==> src/design/kms_pkg.sv <==
/*
 package for the key matrix scanner: matrix sizes, time base figures,
 state encodings and the carrier struct shared by the scanner files.
 assumes a single 40 MHz system clock.
*/
package kms_pkg;
    // ========================================================
    // matrix geometry
    localparam int ROW_COUNT = 8;
    localparam int COL_COUNT = 4;
    localparam int ROW_BITS  = 3;

    // ========================================================
    // timing
    localparam int CLK_HZ       = 40_000_000;
    localparam int SCAN_BASE_HZ = 31_830;        // scan time base
    // longest period rounds down, never below one cycle
    localparam int SCAN_DIV_RAW = CLK_HZ / SCAN_BASE_HZ;
    localparam int SCAN_DIV     = (SCAN_DIV_RAW < 1) ? 1 : SCAN_DIV_RAW;
    localparam int DIV_BITS     = 11;

    // ========================================================
    // reset values and vector
    localparam logic [ROW_BITS-1:0]  ROW_CODE_RESET = 3'h0;
    localparam logic [COL_COUNT-1:0] COL_IDLE       = 4'hf;
    localparam logic [ROW_COUNT-1:0] ROW_IDLE       = 8'hff;
    localparam logic [7:0]           KEY_VECTOR     = 8'h00;

    // ========================================================
    // scanner states, gray along scan -> held -> wait release
    typedef enum logic [1:0] {
        KMS_SCAN    = 2'b00,
        KMS_HELD    = 2'b01,
        KMS_RELEASE = 2'b11
    } kms_state_type;

    // key identity as placed on the data bus
    typedef struct packed {
        logic [ROW_BITS-1:0]  row_code;
        logic [COL_COUNT-1:0] column_sense;
    } kms_key_type;
endpackage

==> src/design/kms_scanner.sv <==
/*
 key matrix scanner: walks eight active-low row drives, halts on a press,
 presents row code and columns to the processor bus and raises the
 keyboard interrupt with vector zero.
 assumes column inputs synchronous to clk, pulled high when no key is
 closed, and a processor that acknowledges with int_ack after reading.
*/
// Summary of operation
// - scan counter advances on time base while idle
// - three-bit binary row code, weights 1,2,4
// - decoder gives one row per code
// - selected row low, other seven high
// - only keys on driven row count
// - enabled press stops counter, freezes row code
// - pressed column low identifies key
// - row code and columns onto bidirectional bus
// - press sets interrupt flag, vector zero
`timescale 1ns/1ps
`default_nettype none
module kms_scanner (
    // clock and reset
    input  wire logic                              clk,
    input  wire logic                              rst_n,
    // key matrix
    output logic [kms_pkg::ROW_COUNT-1:0]          row_drive_n,
    input  wire logic [kms_pkg::COL_COUNT-1:0]     column_sense,
    // processor data bus, three-signal form
    input  wire logic                              bus_read,
    input  wire logic [7:0]                        bus_in,
    output logic [7:0]                             bus_out,
    output logic                                   bus_oe,
    // interrupt
    output logic                                   int_req,
    output logic                                   vector_zero_select,
    output logic [7:0]                             int_vector,
    input  wire logic                              int_ack,
    // status
    output logic [kms_pkg::ROW_BITS-1:0]           row_code,
    output logic                                   key_held
);
    kms_pkg::kms_state_type state;
    kms_pkg::kms_state_type next_state;
    kms_pkg::kms_key_type   key_latch;
    logic                   tick;
    logic [7:0]             bus_word;

    // ========================================================
    // time base
    kms_tick u_tick (
        .clk   (clk),
        .rst_n (rst_n),
        .tick  (tick)
    );

    // ========================================================
    // decode helpers
    function automatic logic [kms_pkg::ROW_COUNT-1:0] row_select(
        input logic [kms_pkg::ROW_BITS-1:0] code);
        row_select = ~(kms_pkg::ROW_COUNT'(1) << code);
    endfunction

    // row drive and press detect, columns seen only for the driven row
    wire  [kms_pkg::ROW_COUNT-1:0] next_row_drive = row_select(row_code);
    wire  any_press = (column_sense != kms_pkg::COL_IDLE);
    wire  all_clear = (column_sense == kms_pkg::COL_IDLE);
    wire  in_scan   = (state == kms_pkg::KMS_SCAN);

    assign row_drive_n = next_row_drive;
    assign key_held    = (state != kms_pkg::KMS_SCAN);

    // ========================================================
    // scan state machine
    always_comb begin
        next_state = state;
        case (state)
            kms_pkg::KMS_SCAN: begin
                if (any_press) begin
                    next_state = kms_pkg::KMS_HELD;
                end
            end
            kms_pkg::KMS_HELD: begin
                if (all_clear) begin
                    next_state = kms_pkg::KMS_RELEASE;
                end
            end
            kms_pkg::KMS_RELEASE: begin
                next_state = any_press ? kms_pkg::KMS_HELD : kms_pkg::KMS_SCAN;
            end
            default: begin
                next_state = kms_pkg::KMS_SCAN;
            end
        endcase
    end

    always_ff @(posedge clk or negedge rst_n) begin
        if (!rst_n) begin
            state <= kms_pkg::KMS_SCAN;
        end else begin
            state <= next_state;
        end
    end

    // scan counter, halts on a press
    always_ff @(posedge clk or negedge rst_n) begin
        if (!rst_n) begin
            row_code <= kms_pkg::ROW_CODE_RESET;
        end else if (in_scan && !any_press && tick) begin
            row_code <= row_code + 1'b1;
        end
    end

    // key identity captured at the press
    always_ff @(posedge clk or negedge rst_n) begin
        if (!rst_n) begin
            key_latch <= '{row_code: kms_pkg::ROW_CODE_RESET, column_sense: kms_pkg::COL_IDLE};
        end else if (in_scan && any_press) begin
            key_latch <= '{row_code: row_code, column_sense: column_sense};
        end
    end

    // ========================================================
    // data bus driver
    assign bus_word = {1'b0, key_latch};
    always_ff @(posedge clk or negedge rst_n) begin
        if (!rst_n) begin
            bus_out <= 8'h00;
        end else begin
            bus_out <= bus_word;
        end
    end
    assign bus_oe = bus_read;

    // ========================================================
    // interrupt flag, a new press wins over acknowledge
    wire  int_set = in_scan && any_press;
    always_ff @(posedge clk or negedge rst_n) begin
        if (!rst_n) begin
            int_req <= 1'b0;
        end else if (int_set) begin
            int_req <= 1'b1;
        end else if (int_ack) begin
            int_req <= 1'b0;
        end
    end
    assign vector_zero_select = int_req;
    assign int_vector         = kms_pkg::KEY_VECTOR;

    // ========================================================
    // scan dwell counter, helper for the period check
    wire  scan_step = in_scan && !any_press && tick;
    logic [kms_pkg::DIV_BITS-1:0] dwell;
    always_ff @(posedge clk or negedge rst_n) begin
        if (!rst_n) begin
            dwell <= '0;
        end else if (scan_step || !in_scan) begin
            dwell <= '0;
        end else if (dwell != '1) begin
            dwell <= dwell + 1'b1;
        end
    end

    // ========================================================
    // checks
    // scan walk and row decode
    chk_row_onehot: assert property (@(posedge clk) disable iff (!rst_n)
        $countones(~row_drive_n) == 1) else $error("row drive not one-hot low");
    chk_row_match: assert property (@(posedge clk) disable iff (!rst_n)
        !row_drive_n[row_code]) else $error("low row differs from row code");
    chk_scan_step: assert property (@(posedge clk) disable iff (!rst_n)
        (in_scan && !any_press && tick) |=> row_code == $past(row_code) + 3'h1)
        else $error("scan counter failed to step");
    chk_scan_period: assert property (@(posedge clk) disable iff (!rst_n)
        (in_scan && !any_press) |-> dwell < kms_pkg::DIV_BITS'(kms_pkg::SCAN_DIV))
        else $error("scan counter stood past one time base period");
    chk_no_tick_hold: assert property (@(posedge clk) disable iff (!rst_n)
        !tick |=> $stable(row_code)) else $error("row code moved without tick");

    // press, hold and release
    chk_press_freeze: assert property (@(posedge clk) disable iff (!rst_n)
        (any_press) |=> $stable(row_code)) else $error("press did not freeze scan");
    chk_held_freeze: assert property (@(posedge clk) disable iff (!rst_n)
        key_held |=> $stable(row_code)) else $error("row code moved while halted");
    chk_no_relatch: assert property (@(posedge clk) disable iff (!rst_n)
        !in_scan |=> $stable(key_latch)) else $error("key identity changed while held");
    chk_press_hold: assert property (@(posedge clk) disable iff (!rst_n)
        (in_scan && any_press) |=> key_held && int_req) else $error("press not latched");
    chk_key_id: assert property (@(posedge clk) disable iff (!rst_n)
        (in_scan && any_press) |=> key_latch.column_sense == $past(column_sense)
        && key_latch.row_code == $past(row_code)) else $error("key identity wrong");
    chk_held_stay: assert property (@(posedge clk) disable iff (!rst_n)
        (key_held && any_press) |=> key_held) else $error("scan resumed with key closed");
    chk_release_step: assert property (@(posedge clk) disable iff (!rst_n)
        (state == kms_pkg::KMS_RELEASE && any_press) |=> state == kms_pkg::KMS_HELD)
        else $error("second press after release not held");
    chk_resume: assert property (@(posedge clk) disable iff (!rst_n)
        (state == kms_pkg::KMS_HELD && all_clear) ##1 !any_press |=> in_scan)
        else $error("scan did not resume after release");

    // bus and interrupt
    chk_bus_drive: assert property (@(posedge clk) disable iff (!rst_n)
        bus_read |-> bus_oe) else $error("bus not driven on read");
    chk_bus_word: assert property (@(posedge clk) disable iff (!rst_n)
        $rose(key_held) |=> bus_out == {1'b0, $past(row_code, 2), $past(column_sense, 2)})
        else $error("bus word differs from pressed key");
    chk_int_cause: assert property (@(posedge clk) disable iff (!rst_n)
        (!int_req && !int_set) |=> !int_req) else $error("interrupt raised without a press");
    chk_int_stands: assert property (@(posedge clk) disable iff (!rst_n)
        (int_req && !int_ack) |=> int_req) else $error("interrupt dropped before service");
    chk_ack_clear: assert property (@(posedge clk) disable iff (!rst_n)
        (int_ack && !int_set) |=> !int_req) else $error("ack did not clear interrupt");

    // scenario covers
    cov_press: cover property (@(posedge clk) disable iff (!rst_n) in_scan && any_press);
    cov_release: cover property (@(posedge clk) disable iff (!rst_n)
        state == kms_pkg::KMS_RELEASE);
    cov_ack: cover property (@(posedge clk) disable iff (!rst_n) int_req ##1 int_ack);
    cov_wrap: cover property (@(posedge clk) disable iff (!rst_n) row_code == 3'h7 ##1 row_code == 3'h0);
    cov_read: cover property (@(posedge clk) disable iff (!rst_n) key_held && bus_read);
endmodule
`default_nettype wire

==> src/design/kms_tick.sv <==
/*
 holds the time base divider that makes a one-cycle scan enable.
 assumes the package constants for the clock rate and the divide ratio.
*/
`timescale 1ns/1ps
`default_nettype none
module kms_tick (
    // clock and reset
    input  wire logic clk,
    input  wire logic rst_n,
    // scan time base enable
    output logic      tick
);
    logic [kms_pkg::DIV_BITS-1:0] count;
    wire                          at_end = (count == kms_pkg::DIV_BITS'(kms_pkg::SCAN_DIV - 1));

    // free-running divider
    always_ff @(posedge clk or negedge rst_n) begin
        if (!rst_n) begin
            count <= '0;
        end else if (at_end) begin
            count <= '0;
        end else begin
            count <= count + 1'b1;
        end
    end

    assign tick = at_end;

    chk_tick_spacing: assert property (@(posedge clk) disable iff (!rst_n)
        tick |=> !tick) else $error("scan tick lasted more than one cycle");
endmodule
`default_nettype wire

==> config.mk <==
export PLATFORM = sky130hd
export DESIGN_NAME = kms_scanner
export DESIGN_NICKNAME = d
export VERILOG_FILES = /design/src/design/kms_pkg.sv /design/src/design/kms_scanner.sv /design/src/design/kms_tick.sv
export SDC_FILE = /design/constraint.sdc
export NUM_CORES = 1
export LEC_CHECK = 0
export ABC_CLOCK_PERIOD_IN_PS = 1700
export BUFFER_PORTS_ARGS = -buffer_cell sky130_fd_sc_hd__buf_2
export CAP_MARGIN = 25
export CORE_ASPECT_RATIO = 2
export CORE_MARGIN = 5
export CORE_UTILIZATION = 44
export CTS_CLUSTER_SIZE = 30
export DETAILED_ROUTE_END_ITERATION = 12
export PLACE_DENSITY_LB_ADDON = 0.08
export SLEW_MARGIN = 20
export SYNTH_ARGS = -nofsm -noshare
export SYNTH_HDL_FRONTEND = slang
export SYNTH_SLANG_ARGS = --single-unit
export TNS_END_PERCENT = 50
==> constraint.sdc <==
create_clock -name clk -period 1.7 [get_ports clk]
set_clock_uncertainty 0.1 [all_clocks]
set_input_delay 0.34 -clock clk [delete_from_list [all_inputs] [get_ports clk]]
set_output_delay 0.34 -clock clk [all_outputs]
set_load 0.01 [all_outputs]
Yosys cells after proc, flatten, opt, wreduce, memory -nomap -nowiden
Cells that the tools add are included.
{ "word_totals": {"ff_bits": 31, "output_inout_bits": 31} }
{ "op_classes": {"add_sub_neg": 2, "n_eq_ne": 7, "n_shift": 1, "mux": 7, "n_bitwise": 1, "n_reduce_logical": 8} }
{ "op_table": {"columns": ["cell", "n"], "rows": [
  ["11-bit by 1-bit adder with 11-bit output, second input constant", 1],
  ["11-bit equality test, second input constant", 1],
  ["11-bit two-way mux", 1],
  ["8-bit NOT", 1],
  ["1-bit by 3-bit left shift with 8-bit output, first input constant", 1],
  ["2-bit case mux with 3 select lines", 1],
  ["4-bit equality test, second input constant", 1],
  ["2-bit two-way mux", 2],
  ["2-bit != test, second input constant", 2],
  ["4-bit != test, second input constant", 1],
  ["2-bit nonzero test", 2],
  ["3-bit by 1-bit adder with 3-bit output, second input constant", 1],
  ["1-bit logical AND", 3],
  ["1-bit two-way mux", 3],
  ["2-bit by 1-bit equality test with 1-bit output, second input constant", 1],
  ["2-bit equality test, second input constant", 1],
  ["2-bit zero test", 1],
  ["2-bit AND reduction", 1],
  ["1-bit zero test", 1]
]} }

Longest topological paths before layout
{ "logic_depth": {"word_depth": 4, "mapped_depth": 5, "ltp_nobuf": 4} }

By module
A second synthesis with hierarchy kept.
{ "hier_totals": {"hier_cells": 125, "area_unflattened_um2": 1428.9} }
{ "by_module_without_submodules": {"columns": ["module", "instances", "cells_each", "area_per_inst_um2"], "rows": [
  ["kms_scanner", 1, 75, 895.9],
  ["kms_tick", 1, 50, 533.0]
]} }

Worst setup path after synthesis
Ideal clock, no wire load.
{ "synth_timing": {"kind": "register to register", "from": "register u_tick.count[8] (netlist name)", "to": "register row_code[1] (netlist name)", "setup_ns": 0.125, "t_arrival_ns": 1.660, "t_required_ns": 1.475, "setup_slack_ns": -0.185, "path_stages_with_launch": 5, "n_path_buf": 0, "synth_period_minus_slack_ns": 1.885, "cell_sequence": "dfrtp_1 > nand4b_1 > or4_4 > nor4_4 > mux2_4"} }
{ "synth_between": {"elab_chain_cells": 2} }
{ "synth_rtl": {"columns": ["element", "line", "source"], "rows": [
  ["start, declared", "kms_tick.sv:14", "logic [kms_pkg::DIV_BITS-1:0] count;"],
  ["start signal, assigned", "kms_tick.sv:24", "count <= count + 1'b1;"],
  ["11-bit equality test", "kms_tick.sv:15", "wire at_end = (count == kms_pkg::DIV_BITS'(kms_pkg::SCAN_DIV - 1));"],
  ["1-bit logical AND", null, null],
  ["end signal, assigned", "kms_scanner.sv:106", "row_code <= kms_pkg::ROW_CODE_RESET;"],
  ["end signal, assigned", "kms_scanner.sv:108", "row_code <= row_code + 1'b1;"],
  ["end, declared", "kms_scanner.sv:38", "output logic [kms_pkg::ROW_BITS-1:0] row_code,"]
]} }
Every way passes these cells.
A chain may end at the register's enable or synchronous reset.

Worst setup path after layout
Same ends and word-level chain as after synthesis.

==> qor.tcl <==
set qor(status) {complete, but fails checks}
set qor(failed_checks) {negative hold slack, negative setup slack}
set qor(holdCritPathClass) {in -> async}
set qor(detailed_placement_hpwl_um) 1960
set qor(global_route_usage_sum_pct) 12.8
set qor(netlist_top_cells_area) {dfrtp_1 (48%), dfstp_2 (7.5%), ha_1 (6.3%)}
set qor(drtPass1Iterations) 3
set qor(die_width_um) 49.8
set qor(power.static_leakage_nw) 0.847
set qor(timing.critical_path.fanout_max) 2
set qor(final-hold-violation-count) 14
set qor(grt_setup_unrepaired) {true}
set qor(syn_to_final_growth_pct) 28.3
set qor(synth_top_flop_cell) {dfrtp_1}
set qor(cts_made_buffers) 5
set qor(num_antenna_cells) 0
set qor(place_area_sq_um) 1600
set qor(design.core.area_sq_um) 3120
set qor(design_area_sq_um) 1790
set qor(wirelength_um) 2560
set qor(layoutNonFillerInstCount) 195
set qor(fin_total_pwr_w) 0.00159
set qor(clockRootBuffer) {clkbuf_8}
set qor(slew_headroom_pct) 55.1
set qor(worst_tran_pin_value_ps) 673
set qor(synth_commonest_cells) {dfrtp_1 (27), buf_4 (11), nand2_1 (9)}
set qor(synth_area_sq_um) 1400
set qor(clkSlewWorstSetupHoldPaths_ps) 70
set qor(cts_tree) {built}
set qor(antenna_violations_before_repair) 0
set qor(power_per_cell_area_nw_per_um2) 889
set qor(postSynthRegisterBits) 31
set qor(yosysUniqueCellTypes) 32
set qor(worstSetupPathType) {reg -> reg}
set qor(vias) 932
set qor(grt_max_degree) 32
set qor(setup_tns_ps) -68.2
set qor(total_number_of_placement_rows) 29
set qor(count_of_routing_violations_after_the_opening_detailed_route_iteration) 6
set qor(grt_pass1_wl_um) 4320
set qor(ctsHtreeMaxLevel) 2
set qor(cts.path.max_buffers) 2
set qor(number_of_top_level_pins) 47
set qor(final_layout_size_suffix_gt1_share_pct) 44.5
set qor(postSynth.asyncResetShare_pct) 100
set qor(drv_cap) 0
set qor(critPathLaunchType) {flop}
set qor(synthesis.yosys.warnings) 0
set qor(clock.fmax_mhz) 574
set qor(globalplace.congestion) 0.767
set qor(slack_of_the_worst_reg_to_reg_path_ps) -40
set qor(post-route-worst-setup-slack_ps) -40.8
set qor(die_y_um) 89.7
set qor(post_synth_inst_count) 117
set qor(most_numerous_cell_in_the_yosys_netlist) {dfrtp_1}
set qor(synth.largest_area_cell) {dfrtp_1}
set qor(worst_ir_drop_vdd_uv) 663
set qor(syn-mean-instance-area_sq_um) 11.9
set qor(synth_top_area_share_pct) 48.4
set qor(cts_sinks) 31
set qor(nNetsFinal) 186
set qor(synth_enable_flop_cells) 0
set qor(end_kind) {flop}
set qor(grt_pass1_vias) 941
set qor(layout.filler_cells) 281
set qor(worst_hold_slack_ps) -9.96
set qor(report.final.setup_viol) 2
set qor(grt-ovfl-total) 0
set qor(buffer_ports.inserted) 27
set qor(detail_route.drc_violations) 0
set qor(holdBufCountCts) 0
set qor(vias_cell) 4.78
set qor(critical_path_arrival_ps) 1810
set qor(starting_density_of_the_core_pct) 44.7
set qor(layout_min_cycle_time_ps) 1740
set qor(route.antenna.remaining_nets) 0
set qor(place.detailed.instances) 182
set qor(yosysSeqAreaShare_pct) 55.9
set qor(die-area_sq_um) 4470
set qor(worstPathRequired_ps) 1770
set qor(clk_lat_worst_skew_ps) 280
set qor(portion_of_the_clock_cycle_consumed_by_the_worst_path_in_the_final_layout_pct) 102
set qor(drt-wirelength-per-cell_um) 13.1
set qor(timing.final.max_slew_violations) 0
metal layers:
metal | global-route usage (%) | wire length, um | vias up
li1 | - | - | 458
met1 | 12.7 | 913 | 447
met2 | 23.2 | 1460 | 20
met3 | 3.47 | 104 | 7
met4 | 7.88 | 74 | 0
met5 | 0 | 0 | -
timing repair:
action / in CTS / in global routing
setup buffers: 4 / 1
resized for setup: 3 / 9
endpoints found under the setup margin: 5 / 15
pin swaps: 0 / 1
path summary, 6_finish.rpt:
kind,from,endpoint,cells after the start
max in group asynchronous,rst_n,row_code[0],1
setup reg to reg,u_tick.count[8],row_code[1],4
hold reg to reg,bus_word[6],bus_out[6],0
min in group clk,column_sense[2],bus_word[2],2
setup / recovery,u_tick.count[8],row_code[1],4
hold / removal,rst_n,bus_out[1],1
cell families (layout without fill, tap and decap cells):
kind of cell             count (synthesis)  count (layout)  synth area share, %
XOR/XNOR                                 8               8                 5.02
multiplexers                             6               6                 4.93
AO/OA/AOI/OAI                            8               8                 4.12
AND/OR/NAND/NOR                         33              33                 13.8
other                                    1               9                0.269
flip-flops                              31              31                 55.9
adder cells (fa/ha/maj)                  8               8                 6.99
buffers and inverters                   22              61                 8.96
critical path, stage by stage (launching register included):
cell and delay (ps):
dfrtp_1 370, nand4b_1 200, or4_4 450, nor4_4 190, mux2_4 320
registers in the layout, summed over array words and instances, names as in the netlist:
| name | flops |
|---|---|
| bus_out | 7 |
| bus_word | 7 |
| int_req | 1 |
| row_code | 3 |
| state | 2 |
| u_tick.count | 11 |
where the power goes:
part           switching [W]  leakage (nW)  internal [W]
registers          0.0000139         0.359      0.000786
logic              0.0000530         0.430     0.0000341
clock network       0.000270        0.0581      0.000436
total               0.000337         0.847       0.00126
through the flow:
stage | util (%) | hold WS (ps) | setup slack, ps
floorplan | - | -55.6 | -66.1
global placement | 51.4 | 256 | -25.5
detailed placement | 51.4 | 261 | -44.0
CTS | 56.1 | 0.989 | -47.6
global route | 57.4 | 41.7 | -92.3
finish | 57.4 | -9.96 | -40.8
cell usage in the layout, fill, tap and decap left out, drive strengths merged, types with 4 or more instances in the layout:
| cell | instances |
|---|---|
| dfstp | 4 |
| nand4 | 4 |
| mux2 | 4 |
| o22a | 4 |
| dfrtp | 27 |
| xnor2 | 5 |
| clkbuf | 5 |
| ha | 7 |
| conb | 9 |
| inv | 8 |
| nor2 | 5 |
| buf | 45 |
| nand2 | 9 |
final cells by class:
cell class	instances	area (sq um)	area share, %
clock inverter	3	43.8	2.44
timing repair buffer	45	274	15.3
tap	31	38.8	2.16
clock buffer	5	68.8	3.84
sequential	31	783	43.7
multi-input combinational	72	553	30.9
inverter	8	30.0	1.68
(Power assumes the default switching activity.)
